<file path="config.mk">
export PLATFORM = sky130hd
export DESIGN_NAME = phy_led_and_mdix_control_regs
export DESIGN_NICKNAME = d
export VERILOG_FILES = /design/src/design/blink_divider.v /design/src/design/phy_led_and_mdix_control_regs.v
export VERILOG_INCLUDE_DIRS = /design/src /design/src/design
export SDC_FILE = /design/constraint.sdc
export NUM_CORES = 1
export LEC_CHECK = 0
export CORE_ASPECT_RATIO = 0.9
export CORE_MARGIN = 4
export CORE_UTILIZATION = 30
export DETAILED_ROUTE_END_ITERATION = 12
export DONT_BUFFER_PORTS = 1
export MAX_ROUTING_LAYER = met4
export PLACE_DENSITY = 0.47
export SLEW_MARGIN = 20
export SYNTH_ARGS = -nofsm -noshare
export SYNTH_HDL_FRONTEND = slang
export SYNTH_HIERARCHICAL = 1
export SYNTH_SLANG_ARGS = --single-unit
</file>
<file path="constraint.sdc">
create_clock -name clk_i -period 4.15 [get_ports clk_i]
set_input_delay 0.83 -clock clk_i [delete_from_list [all_inputs] [get_ports clk_i]]
set_output_delay 0.83 -clock clk_i [all_outputs]
set_load 0.01 [all_outputs]
</file>
<file path="src/design/phy_led_mdix_regs.vh">
/*
  Register offsets, field positions, reset values and timing constants for the
  LED direct control and crossover control register bank.
  Assumes a 10 MHz system clock and a classic Wishbone master with 32-bit data.
*/
// Behaviour
// [RULE1] The underflow status bit at position 2 of the RMII/bypass register reads 1 once an underflow was seen.
// [RULE2] A read/write two-bit elasticity threshold at bits 1:0 resets to 01 and sets elastic buffer tolerance.
// [RULE3] LED control bits 15:9 ignore writes and read as zero.
// [RULE4] LED control reads return stored values only, never the LED pin levels.
// [RULE5] Activity source bit 8 set means receive traffic only, clear means transmit or receive.
// [RULE6] Blink rate field 7:6 picks 6, 12, 24 or 48 Hz for the link LED while blinking on activity.
// [RULE7] Speed override bit 5 drives the speed LED with forced value bit 2.
// [RULE8] Link override bit 4 drives the link LED with forced value bit 1.
// [RULE9] Activity override bit 3 drives the activity/collision LED with forced value bit 0.
// [RULE10] Control bit 15 enables automatic crossover, resets from a strap and is rewritable.
// [RULE11] Software keeps automatic crossover off whenever auto-negotiation is off.
// [RULE12] Control bit 14 set forces the media pairs crossed.
// [RULE13] Read-only bit 13 shows pause receive resolved from local and partner ability bits 11:10.
// [RULE14] The overflow status bit at position 3 of the RMII/bypass register reads 1 once an overflow was seen.
// [RULE15] With an override clear each LED follows its internal indication and the forced value is ignored.
`ifndef PHY_LED_MDIX_REGS_VH
`define PHY_LED_MDIX_REGS_VH

// register indices; byte address is four times the index
`define IDX_RMII_BYPASS 6'h17
`define IDX_LED_CTRL 6'h18
`define IDX_PHY_FUNC 6'h19
`define IDX_IRQ_STATUS 6'h1a
`define IDX_IRQ_MASK 6'h1b
`define IDX_INDICATION 6'h1c

`define RB_OVF_BIT 3
`define RB_UNF_BIT 2
`define RB_ELAST_HI 1
`define RB_ELAST_LO 0
`define RB_ELAST_RST 2'h1

`define LC_ACT_RX_BIT 8
`define LC_BLINK_HI 7
`define LC_BLINK_LO 6
`define LC_DRV_SPD_BIT 5
`define LC_DRV_LNK_BIT 4
`define LC_DRV_ACT_BIT 3
`define LC_SPD_VAL_BIT 2
`define LC_LNK_VAL_BIT 1
`define LC_ACT_VAL_BIT 0
`define LC_WMASK 16'h01ff

`define PF_AUTO_X_BIT 15
`define PF_FORCE_X_BIT 14
`define PF_PAUSE_RX_BIT 13
`define PF_WMASK 16'hc000

// interrupt status/mask bits
`define IRQ_UNF_BIT 0
`define IRQ_OVF_BIT 1
`define IRQ_WIDTH 2

// advertised ability: bit 10 symmetric pause, bit 11 asymmetric pause
`define ABIL_PAUSE_BIT 10
`define ABIL_ASYM_BIT 11

`define CLK_HZ 10000000
`define BLINK_BASE_HZ 6

`endif

</file>
<file path="src/design/blink_divider.v">
/*
  Blink toggle generator: square wave at 6 Hz times a power of two.
  Assumes a free running system clock given by a parameter.
*/
`timescale 1ns/1ps
`default_nettype none
`include "phy_led_mdix_regs.vh"

module blink_divider #(
  parameter CLK_HZ = `CLK_HZ,
  parameter BASE_HZ = `BLINK_BASE_HZ
) (
  input wire clk_i,
  input wire rst_i,
  input wire [1:0] rate_i,
  output reg wave_o
);
  // half period of the slowest rate; faster rates end the count early
  localparam HALF = CLK_HZ / (2 * BASE_HZ);
  localparam [23:0] HALF_CNT = HALF[23:0];

  reg [23:0] count;
  wire [23:0] limit;

  assign limit = (HALF_CNT >> rate_i) - 24'h000001; // RULE6

  always @(posedge clk_i) begin
    if (rst_i) begin
      count <= 24'h000000;
      wave_o <= 1'b0;
    end else if (count >= limit) begin
      count <= 24'h000000;
      wave_o <= ~wave_o;
    end else begin
      count <= count + 24'h000001;
    end
  end
endmodule // blink_divider

`default_nettype wire

</file>
<file path="src/design/phy_led_and_mdix_control_regs.v">
/*
  Register bank for the elasticity threshold and FIFO status, LED direct
  control and crossover control, with a classic Wishbone slave and an
  interrupt for FIFO underflow/overflow events.
  Assumes the FIFO event, traffic and link inputs and the strap come from
  other clock domains or pins and are synchronised here.
*/
// The Wishbone register port was decided locally.
`timescale 1ns/1ps
`default_nettype none
`include "phy_led_mdix_regs.vh"

module phy_led_and_mdix_control_regs #(
  parameter CLK_HZ = `CLK_HZ
) (
  input wire clk_i,
  input wire rst_i,
  input wire cyc_i,
  input wire stb_i,
  input wire we_i,
  input wire [7:0] adr_i,
  input wire [3:0] sel_i,
  input wire [31:0] dat_i,
  output reg [31:0] dat_o,
  output reg ack_o,
  output reg err_o,
  output reg irq_o,
  input wire rx_underflow_i,
  input wire rx_overflow_i,
  input wire tx_activity_i,
  input wire rx_activity_i,
  input wire collision_i,
  input wire link_up_i,
  input wire speed_100_i,
  input wire blink_enable_i,
  input wire auto_crossover_strap_i,
  input wire [11:10] local_advertised_ability_i,
  input wire [11:10] partner_advertised_ability_i,
  input wire full_duplex_i,
  output reg [1:0] elasticity_threshold_o,
  output reg auto_crossover_enable_o,
  output reg force_crossover_o,
  output reg pause_rx_o,
  output reg speed_led_out_o,
  output reg link_led_out_o,
  output reg activity_collision_led_out_o
);

  // two-flop synchronisers for every asynchronous input
  localparam NSYNC = 14;
  reg [NSYNC-1:0] sync1;
  reg [NSYNC-1:0] sync2;
  wire [NSYNC-1:0] raw_in;
  assign raw_in = {full_duplex_i, partner_advertised_ability_i, local_advertised_ability_i,
                   auto_crossover_strap_i, blink_enable_i, speed_100_i, link_up_i, collision_i,
                   rx_activity_i, tx_activity_i, rx_overflow_i, rx_underflow_i};

  always @(posedge clk_i) begin
    if (rst_i) begin
      sync1 <= {NSYNC{1'b0}};
      sync2 <= {NSYNC{1'b0}};
    end else begin
      sync1 <= raw_in;
      sync2 <= sync1;
    end
  end

  wire s_unf = sync2[0];
  wire s_ovf = sync2[1];
  wire s_tx_act = sync2[2];
  wire s_rx_act = sync2[3];
  wire s_col = sync2[4];
  wire s_link = sync2[5];
  wire s_speed = sync2[6];
  wire s_blink_en = sync2[7];
  wire s_strap = sync2[8];
  wire [1:0] s_local = sync2[10:9];
  wire [1:0] s_partner = sync2[12:11];
  wire s_fdx = sync2[13];

  // counts the edges needed to fill the synchroniser after reset
  reg [1:0] sync_age;
  wire sync_ready = sync_age[1];

  // bus decode
  function [15:0] merge16;
    input [15:0] old;
    input [15:0] wdat;
    input [1:0] sel;
    input [15:0] wmask;
    reg [15:0] m;
    begin
      m = {{8{sel[1]}}, {8{sel[0]}}} & wmask;
      merge16 = (old & ~m) | (wdat & m);
    end
  endfunction

  wire req = cyc_i & stb_i & ~ack_o & ~err_o;
  wire [5:0] idx = adr_i[7:2];
  wire wr = req & we_i;
  reg hit;
  always @* begin
    if (idx == `IDX_RMII_BYPASS) hit = 1'b1;
    else if (idx == `IDX_LED_CTRL) hit = 1'b1;
    else if (idx == `IDX_PHY_FUNC) hit = 1'b1;
    else if (idx == `IDX_IRQ_STATUS) hit = 1'b1;
    else if (idx == `IDX_IRQ_MASK) hit = 1'b1;
    else if (idx == `IDX_INDICATION) hit = 1'b1;
    else hit = 1'b0;
  end

  wire wr_rb = wr & (idx == `IDX_RMII_BYPASS);
  wire wr_lc = wr & (idx == `IDX_LED_CTRL);
  wire wr_pf = wr & (idx == `IDX_PHY_FUNC);
  wire wr_is = wr & (idx == `IDX_IRQ_STATUS);
  wire wr_im = wr & (idx == `IDX_IRQ_MASK);

  // stored register contents
  reg [15:0] led_ctrl;
  reg [1:0] irq_status;
  reg [1:0] irq_mask;
  reg unf_flag;
  reg ovf_flag;
  reg unf_prev;
  reg ovf_prev;
  reg strap_taken;

  wire [15:0] rb_val = {12'h000, ovf_flag, unf_flag, elasticity_threshold_o};
  wire [15:0] pf_val = {auto_crossover_enable_o, force_crossover_o, pause_rx_o, 13'h0000};
  wire [15:0] lc_next = merge16(led_ctrl, dat_i[15:0], sel_i[1:0], `LC_WMASK); // RULE3
  wire [15:0] rb_next = merge16(rb_val, dat_i[15:0], sel_i[1:0], 16'h0003);
  wire [15:0] pf_next = merge16(pf_val, dat_i[15:0], sel_i[1:0], `PF_WMASK);

  wire unf_rise = s_unf & ~unf_prev;
  wire ovf_rise = s_ovf & ~ovf_prev;

  // status flags: set on a detected event, sticky until reset
  always @(posedge clk_i) begin
    if (rst_i) begin
      unf_flag <= 1'b0;
      ovf_flag <= 1'b0;
      unf_prev <= 1'b0;
      ovf_prev <= 1'b0;
    end else begin
      unf_prev <= s_unf;
      ovf_prev <= s_ovf;
      if (unf_rise) unf_flag <= 1'b1; // RULE1
      if (ovf_rise) ovf_flag <= 1'b1; // RULE14
    end
  end

  // interrupt status: write one to clear, a new event wins over the clear
  wire [1:0] irq_events = {ovf_rise, unf_rise};
  always @(posedge clk_i) begin
    if (rst_i) begin
      irq_status <= 2'h0;
      irq_mask <= 2'h0;
      irq_o <= 1'b0;
    end else begin
      irq_status <= (irq_status & ~((wr_is & sel_i[0]) ? dat_i[1:0] : 2'h0)) | irq_events;
      if (wr_im & sel_i[0]) irq_mask <= dat_i[1:0];
      irq_o <= |(irq_status & irq_mask);
    end
  end

  // control registers
  always @(posedge clk_i) begin
    if (rst_i) begin
      led_ctrl <= 16'h0000;
      elasticity_threshold_o <= `RB_ELAST_RST; // RULE2
      force_crossover_o <= 1'b0;
      auto_crossover_enable_o <= 1'b0;
      strap_taken <= 1'b0;
    end else begin
      if (wr_lc) led_ctrl <= lc_next;
      if (wr_rb) elasticity_threshold_o <= rb_next[`RB_ELAST_HI:`RB_ELAST_LO]; // RULE2
      if (wr_pf) force_crossover_o <= pf_next[`PF_FORCE_X_BIT]; // RULE12
      // strap caught once after the synchroniser has filled
      if (!strap_taken && sync_ready) begin
        auto_crossover_enable_o <= s_strap; // RULE10
        strap_taken <= 1'b1;
      end else if (wr_pf) begin
        auto_crossover_enable_o <= pf_next[`PF_AUTO_X_BIT]; // RULE10
      end
    end
  end

  always @(posedge clk_i) begin
    if (rst_i) sync_age <= 2'h0;
    else if (!sync_ready) sync_age <= sync_age + 2'h1;
  end

  // pause resolution for the receive direction, full duplex only
  wire pause_resolved = s_fdx & ((s_local[0] & s_partner[0]) |
                                 (s_local[0] & s_local[1] & ~s_partner[0] & s_partner[1]));
  always @(posedge clk_i) begin
    if (rst_i) pause_rx_o <= 1'b0;
    else pause_rx_o <= pause_resolved; // RULE13
  end

  // LED drive
  wire blink_wave;
  blink_divider #(
    .CLK_HZ(CLK_HZ),
    .BASE_HZ(`BLINK_BASE_HZ)
  ) u_blink (
    .clk_i(clk_i),
    .rst_i(rst_i),
    .rate_i(led_ctrl[`LC_BLINK_HI:`LC_BLINK_LO]),
    .wave_o(blink_wave)
  );

  wire activity = led_ctrl[`LC_ACT_RX_BIT] ? s_rx_act : (s_rx_act | s_tx_act); // RULE5
  wire link_ind = s_link & ~(s_blink_en & activity & blink_wave); // RULE6
  wire act_ind = activity | s_col;

  always @(posedge clk_i) begin
    if (rst_i) begin
      speed_led_out_o <= 1'b0;
      link_led_out_o <= 1'b0;
      activity_collision_led_out_o <= 1'b0;
    end else begin
      speed_led_out_o <= led_ctrl[`LC_DRV_SPD_BIT] ? led_ctrl[`LC_SPD_VAL_BIT] : s_speed; // RULE7 RULE15
      link_led_out_o <= led_ctrl[`LC_DRV_LNK_BIT] ? led_ctrl[`LC_LNK_VAL_BIT] : link_ind; // RULE8 RULE15
      activity_collision_led_out_o <= led_ctrl[`LC_DRV_ACT_BIT] ? led_ctrl[`LC_ACT_VAL_BIT] : act_ind; // RULE9 RULE15
    end
  end

  // read mux; LED control reads stored bits only, not pin levels
  reg [15:0] rd;
  always @* begin
    if (idx == `IDX_RMII_BYPASS) rd = rb_val;
    else if (idx == `IDX_LED_CTRL) rd = led_ctrl & `LC_WMASK; // RULE3 RULE4
    else if (idx == `IDX_PHY_FUNC) rd = pf_val;
    else if (idx == `IDX_IRQ_STATUS) rd = {14'h0000, irq_status};
    else if (idx == `IDX_IRQ_MASK) rd = {14'h0000, irq_mask};
    else rd = {10'h000, s_fdx, s_col, s_rx_act, s_tx_act, s_speed, s_link};
  end

  // single wait state: ack one cycle after the request is seen
  always @(posedge clk_i) begin
    if (rst_i) begin
      ack_o <= 1'b0;
      err_o <= 1'b0;
      dat_o <= 32'h00000000;
    end else begin
      ack_o <= req & hit;
      err_o <= req & ~hit;
      dat_o <= (req & hit & ~we_i) ? {16'h0000, rd} : 32'h00000000;
    end
  end
endmodule // phy_led_and_mdix_control_regs

`default_nettype wire

</file>
==> results.txt, run 1 <==
# hold bufs at CTS: 0
Antenna Nets Post-Route: 0
Synth area leader: dfxtp_1
Synth Instances: 440
Starting density of the core: 30.67%
Drt initial violations: 168
Ys async rst share: 0%
Antenna cell count: 0
Synth Area per Inst: 9.799 sq um
Num ports: 106
Place WS: 1.071 ns
Total track usage: 11.47%
Gpl congestion: 0.7675
Multi-input gate area: 2208 sq um
Worst Tran Pin Value: 0.7870 ns
FF/Latch Area: 1922 sq um
Vias: 2858
Synthesized area: 4312 sq um
Hpwl dp: 6683 microns
Layout area overhead: 8.648%
Clock latency on the worst-skew pair: 0.34 ns
Sequential area share after synthesis: 44.57%
Fin worst setup slack: 1.095 ns
Most frequent cells in the layout: dfxtp_1, nor2_1, nor2b_1
Worst-case clock buffer depth: 2
Clock-pin slew on the worst setup and hold paths: 0.07 ns
Arr. time, crit path: 3.26 ns
Synth top area share: 44.57%
CTS sink cnt: 96
Critical path endpoint category: register
Layout cell share with drive strength beyond 1: 9.029%
Status: complete, no violations
Final min period: 3.055 ns
Number of flops mapped to enable cells by yosys: 0
Post-CTS Setup Repair Bufs: 0
Post-synth top flop: dfxtp_1
Detail-routed via count per cell: 4.494
Kind of critical path: reg2reg
Fin crit share: 73.61%
Pwr Total: 0.001825 W
CTS tree: yes
Final Hold Vio Count: 0
Num CTS Buffers: 9
FP Rows: 41
Post-synthesis register bit count: 96
Core area: 14060 sq um
CTS root buf: clkbuf_16
Yosys warnings: 6
Final setup vio count: 0
CP startpoint kind: register
Combinational share of power: 3.9%
Slew Viols, Final: 0
Hold_ws: 0.4358 ns
P_sw: 0.0004331 W
Setup TNS: 0 ns
Most common cell after layout, fill and taps aside: dfxtp_1
Area contributors post-synth: dfxtp_1, ha_1, nor2b_1
Clk pwr share: 43.2%
Drt pass-1 iters: 4
Post-synth cell types: 56
DR DRC count: 0
Pwr/cell area: 389.6 nW/um^2
Final WL: 8944 microns
Nets@finish: 529
Worst-path fanout max: 24
Die Span Y: 121.7 microns
Leakage power: 1.755 nW
Vias in the first global route: 2804
Wire per inst: 14.06 microns
HP Start: sync2[9]
Post-CTS sizing: 0
Largest net degree at the start of global routing: 64
Die X: 134.4 microns
# port buffers: 0
Worst Clk Skew: 0.007332 ns
Max VDD drop: 0.2424 mV
First-pass GRT wire length: 14290 microns
Sw Ratio: 23.73%
Normalized max-slew margin: 47.14%
Worst hold-check path type: reg2reg
Max-Cap Viols: 0
Power share of the sequential group: 52.9%
Critical path required time: 4.36 ns
GRT overflow: 0
Initial antenna violation count: 0
F_max: 327.3 MHz
Internal power: 0.001392 W
R2R setup slack: 1.10 ns
Filler cell count: 1473
Die area: 16360 sq um
RSZ-0062 raised after global routing: no
H-tree lvl count: 3
[final timing paths]
check,endpoint,depth (start not counted)
max,u_blink/count[18],10
min,pause_rx_o,2
max reg2reg,u_blink/count[18],10
min reg2reg,pause_rx_o,2
[power by group through the flow]
stage | Sequential, W | Combinational (W) | Clock, W
CTS | 0.000966 | 0.0000715 | 0.000818
global route | 0.000969 | 0.0000816 | 0.000852
finish | 0.000966 | 0.0000712 | 0.000788
detailed placement | 0.000987 | 0.0000712 | 0
global placement | 0.000987 | 0.0000695 | 0
floorplan | 0.000981 | 0.0000859 | 0
[cell usage after synthesis, drive strengths merged (2+ instances only)]
master   instances
nand4            8
a211oi           3
nor2b           38
a221oi           3
and3             4
a22oi            2
inv              8
o211ai           4
nand2b           3
nand3           13
nand4bb          3
and4             4
ha              28
dfxtp           96
xnor2            5
o2bb2ai          2
nor4             8
or3              2
o21ai            3
xor2            19
and2             6
mux2             3
mux2i           14
conb             2
or2              2
nor2            65
buf             27
a21oi           17
nor3             3
a21boi           3
nand2           24
clkbuf           6
[metal layers]
metal | GRT usage, % | vias to the layer above | part of all wire [%]
li1 | - | 1458 | -
met1 | 15.68 | 1320 | 52
met2 | 16.39 | 69 | 42
met3 | 3.014 | 11 | 4.1
met4 | 4.071 | 0 | 1.6
met5 | - | - | 0
[cell type report]
class	count	share of cell area (%)
multi-input combinational	323	47.14
sequential	96	41.03
tap	193	5.155
clock buffer	10	4.888
clock inverter	6	1.149
inverter	8	0.6410
[worst max-delay path, stage by stage (launching register included)]
cell and delay (ns):
dfxtp_1 0.50, inv_1 0.23, ha_1 0.41, inv_1 0.12
ha_1 0.35, nand4bb_4 0.14, nor4_4 0.34, a22oi_2 0.12
nand2_1 0.09, a311o_2 0.52, nor2_1 0.10
[kinds of logic (layout without fill, tap and decap cells)]
kind of cell	after synthesis	in the layout	share of synthesized area (%)
AOI/OAI and AO/OA	44	44	7.168
xor gates and xnor gates	24	24	4.875
DFF	96	96	44.57
muxes	17	17	4.034
and+or+nand+nor	188	188	25.10
other	2	22	0.1742
buffers and inverters	41	24	5.949
adders and majority gates	28	28	8.125
[through the flow]
step                std cells  instance area, sq um  utilization (%)
floorplan                 460                  4387                -
global placement          620                  4402            31.32
detailed placement        620                  4402            31.32
CTS                       636                  4684            33.33
global route              636                  4684            33.33
finish                    636                  4684            33.33
(Power assumes the default switching activity.)
==> run 2: changes to the inputs <==
==> constraint.sdc (replaced) <==
create_clock -name clk_i -period 3.05 [get_ports clk_i]
set_input_delay 0.61 -clock clk_i [delete_from_list [all_inputs] [get_ports clk_i]]
set_output_delay 0.61 -clock clk_i [all_outputs]
set_load 0.01 [all_outputs]
==> results.txt, run 2 (synthesis gave the netlist of run 1 again) <==
Status: complete, no violations
Layout area overhead: 10.94%
Combinational share of power: 3.8%
Arr. time, crit path: 2.99 ns
P_sw: 0.0006086 W
DR DRC count: 0
FF/Latch Area: 1922 sq um
Clock-pin slew on the worst setup and hold paths: 0.07 ns
Worst Tran Pin Value: 0.6707 ns
GRT overflow: 0
FP Rows: 41
Vias in the first global route: 2798
Hpwl dp: 6879 microns
Post-CTS sizing: 0
Num ports: 106
Cells on worst reg2reg path: 11
Fin crit share: 88.92%
Layout cell share with drive strength beyond 1: 10.86%
Max-Cap Viols: 0
Leakage power: 1.819 nW
CP startpoint kind: register
Nets@finish: 537
Drt pass-1 iters: 4
Detail-routed via count per cell: 4.489
CTS root buf: clkbuf_16
Antenna cell count: 0
Gpl congestion: 0.7759
Total track usage: 11.76%
CTS sink cnt: 96
Die Span Y: 121.7 microns
Sw Ratio: 23.40%
# hold bufs at CTS: 0
Hold depth: 1
Most common cell after layout, fill and taps aside: dfxtp_1
Final setup vio count: 0
Normalized max-slew margin: 55.12%
RSZ-0062 raised after global routing: no
H-tree lvl count: 3
Multi-input gate area: 2208 sq um
Worst-case clock buffer depth: 2
Core area: 14060 sq um
First-pass GRT wire length: 14850 microns
Final min period: 2.712 ns
Drt initial violations: 199
F_max: 368.7 MHz
Vias: 2891
Filler cell count: 1449
Critical path endpoint category: register
Kind of critical path: reg2reg
Worst-path fanout max: 14
Internal power: 0.001992 W
Num CTS Buffers: 9
Antenna Nets Post-Route: 0
Die X: 134.4 microns
Final Util: 34.03%
Largest net degree at the start of global routing: 64
Post-CTS Setup Repair Bufs: 0
Initial antenna violation count: 0
Slew Viols, Final: 0
Die area: 16360 sq um
Worst Clk Skew: 0.005205 ns
Final WL: 9076 microns
Clk pwr share: 45.6%
Power share of the sequential group: 50.5%
# port buffers: 0
Pwr/cell area: 543.7 nW/um^2
Starting density of the core: 30.67%
Most frequent cells in the layout: dfxtp_1, nor2_1, nor2b_1
Final Hold Vio Count: 0
CTS tree: yes
Max VDD drop: 0.2631 mV
Clock latency on the worst-skew pair: 0.34 ns
Wire per inst: 14.09 microns
Critical path required time: 3.33 ns
Setup TNS: 0 ns
Worst hold-check path type: in2reg
run 2: per-layer routing:
metal | part of all wire [%] | GRT usage [%]
met5 | 0 | -
met3 | 4.9 | 2.931
met2 | 43 | 17.21
met1 | 51 | 16.33
met4 | 1.1 | 2.990
run 2: stage by stage:
step	hold WS (ns)	cells	area, sq um	total power (W)	setup slack (ns)
2_1_floorplan	0.4067	460	4387	0.001451	0.6140
3_3_place_gp	0.4235	628	4462	0.001441	0.4425
3_5_place_dp	0.4204	628	4462	0.001444	0.3900
4_1_cts	0.3184	644	4783	0.002638	0.3636
5_1_grt	0.3143	644	4783	0.002697	0.1061
6_report	0.3343	644	4783	0.002601	0.3378
run 2: worst max-delay path, stage by stage, from the launching register on:
cell and delay (ns):
dfxtp_1 0.45, inv_1 0.09, ha_1 0.37, inv_1 0.12, ha_1 0.34, a21oi_1 0.23, o211ai_1 0.14, a22oi_2 0.13
nand2_1 0.08, a311o_2 0.36, buf_4 0.21, nor2_1 0.12
run 2: worst paths after layout:
path / to / slack, ns / from
worst min-delay path: unf_prev / 0.33 / rst_i
worst max-delay path: u_blink/count[20] / 0.34 / register
worst max register to register: u_blink/count[20] / 0.34 / register
worst min register to register: pause_rx_o / 0.43 / sync2[9]
run 2: power by group through the flow:
stage          clock network [W]  registers [W]  logic (W)
3_3_place_gp                   0        0.00134  0.0000981
5_1_grt                  0.00127        0.00132   0.000114
3_5_place_dp                   0        0.00134   0.000100
2_1_floorplan                  0        0.00133   0.000117
4_1_cts                  0.00122        0.00131   0.000101
6_report                 0.00119        0.00131  0.0000999
run 2: cell type report:
type                       instances  share of cell area [%]
clock buffer                       9                   4.708
clock inverter                     7                   2.014
inverter                           8                  0.6278
multi-input combinational        323                   46.17
sequential                        96                   40.18
tap                              193                   5.048
timing repair buffer               8                   1.256
==> run 3: changes to the inputs <==
--- a/config.mk
+++ b/config.mk
@@ -6,7 +6,6 @@
 export SDC_FILE = /design/constraint.sdc
 export NUM_CORES = 1
 export LEC_CHECK = 0
-export CORE_ASPECT_RATIO = 0.9
 export CORE_MARGIN = 4
 export CORE_UTILIZATION = 30
 export DETAILED_ROUTE_END_ITERATION = 12
==> results.txt, run 3 (synthesis gave the netlist of run 1 again) <==
F_max: 378.6 MHz
Worst setup path end: u_blink/count[20]
CTS tree: yes
Num ports: 106
Gpl congestion: 0.7972
Die X: 127.9 microns
FF/Latch Area: 1922 sq um
Worst Tran Pin Value: 0.7195 ns
Fin area: 4745 sq um
Initial antenna violation count: 0
R2R setup slack: 0.41 ns
Final WL: 9043 microns
Post-CTS Setup Repair Bufs: 0
Worst Clk Skew: 0.006787 ns
Setup TNS: 0 ns
Critical path endpoint category: register
Antenna Nets Post-Route: 0
CP peak stage delay: 0.40 ns
Clock latency on the worst-skew pair: 0.35 ns
Max VDD drop: 0.2675 mV
Drt pass-1 iters: 4
Placed Area: 4446 sq um
Clock-pin slew on the worst setup and hold paths: 0.07 ns
Slowest cell on crit path: dfxtp_1
Final min period: 2.641 ns
Slew Viols, Final: 0
RSZ-0062 raised after global routing: no
CTS root buf: clkbuf_16
Starting density of the core: 30.82%
Most frequent cells in the layout: dfxtp_1, nor2_1, nor2b_1
Final Util: 33.92%
Pwr/cell area: 535.2 nW/um^2
Filler cell count: 1419
Kind of critical path: reg2reg
Total track usage: 11.80%
Detail-routed via count per cell: 4.585
Worst-case clock buffer depth: 2
Multi-input gate area: 2208 sq um
Pwr Total: 0.002539 W
Largest net degree at the start of global routing: 64
# hold bufs at CTS: 0
Layout cell share with drive strength beyond 1: 10.86%
Post-CTS sizing: 0
Worst hold-check path type: in2reg
Nets@finish: 537
DR DRC count: 0
# port buffers: 0
FP Rows: 43
Num CTS Buffers: 9
Antenna cell count: 0
Crit path cell chain: inv_1, ha_1, inv_1, ha_1, a21oi_1, o211ai_1, a22oi_2, nand2_1, a311o_2, buf_4, nor2_1
Most common cell after layout, fill and taps aside: dfxtp_1
CTS sink cnt: 96
Layout area overhead: 10.04%
Die area: 16350 sq um
R2r endpoint: u_blink/count[20]
Core area: 13990 sq um
Hpwl dp: 6715 microns
CP startpoint kind: register
GRT overflow: 0
Worst-path fanout max: 14
Critical path required time: 3.33 ns
Final Hold Vio Count: 0
Drt initial violations: 135
Cells on worst reg2reg path: 11
Fin crit share: 86.61%
Vias: 2893
Max-Cap Viols: 0
Normalized max-slew margin: 51.38%
Status: complete, no violations
Vias in the first global route: 2813
Die Span Y: 127.9 microns
Leakage power: 1.812 nW
Arr. time, crit path: 2.92 ns
Hold_ws: 0.3207 ns
Final setup vio count: 0
Wire per inst: 14.33 microns
H-tree lvl count: 3
First-pass GRT wire length: 14710 microns
[run 3: cell count changes in the layout (fill, tap and decap cells not counted), sizes merged]
cell	delta
clkinv	+1
clkinvlp	-1
inv	+1
bufinv	-1
[run 3: worst min path at each step]
stage / startpoint / endpoint / depth (start not counted)
after floorplan: sync2[9] / pause_rx_o / 2
after global placement: sync1[12] / sync2[12] / 1
after detailed placement: sync1[10] / sync2[10] / 1
after CTS: rst_i / sync1[8] / 1
after global routing: rst_i / sync1[13] / 1
final: rst_i / sync1[13] / 1
[run 3: routing by layer]
metal	global-route usage, %	routed length, microns
met4	4.432	138
met1	16.21	4676
met3	3.667	436
met2	16.14	3792
met5	-	0
[run 3: area by class of cell]
| class | instances | area share [%] |
|---|---|---|
| Clock buffer | 9 | 4.747 |
| Clock inverter | 7 | 1.556 |
| Inverter | 8 | 0.6329 |
| Multi-Input combinational cell | 323 | 46.55 |
| Sequential cell | 96 | 40.51 |
| Tap cell | 180 | 4.747 |
| Timing Repair Buffer | 8 | 1.266 |
[run 3: through the flow]
stage | setup WS, ns | cells
6_report | 0.4085 | 631
5_1_grt | 0.1807 | 631
4_1_cts | 0.3840 | 631
3_5_place_dp | 0.4124 | 615
3_3_place_gp | 0.4488 | 615
2_1_floorplan | 0.6140 | 460
[run 3: where the power goes]
part / internal [W] / switching (W) / total [W]
Sequential: 0.00129 / 0.0000244 / 0.00131
Clock: 0.000581 / 0.000545 / 0.00113
Combinational: 0.0000422 / 0.0000585 / 0.000101
[run 3: critical path, delay by kind of cell (launching register included)]
kind	cells	cell delay (ns)
flip-flops	1	0.40
AO/OA/AOI/OAI	4	0.87
buffers and inverters	3	0.42
adder cells (fa/ha/maj)	2	0.70
AND/OR/NAND/NOR	2	0.21
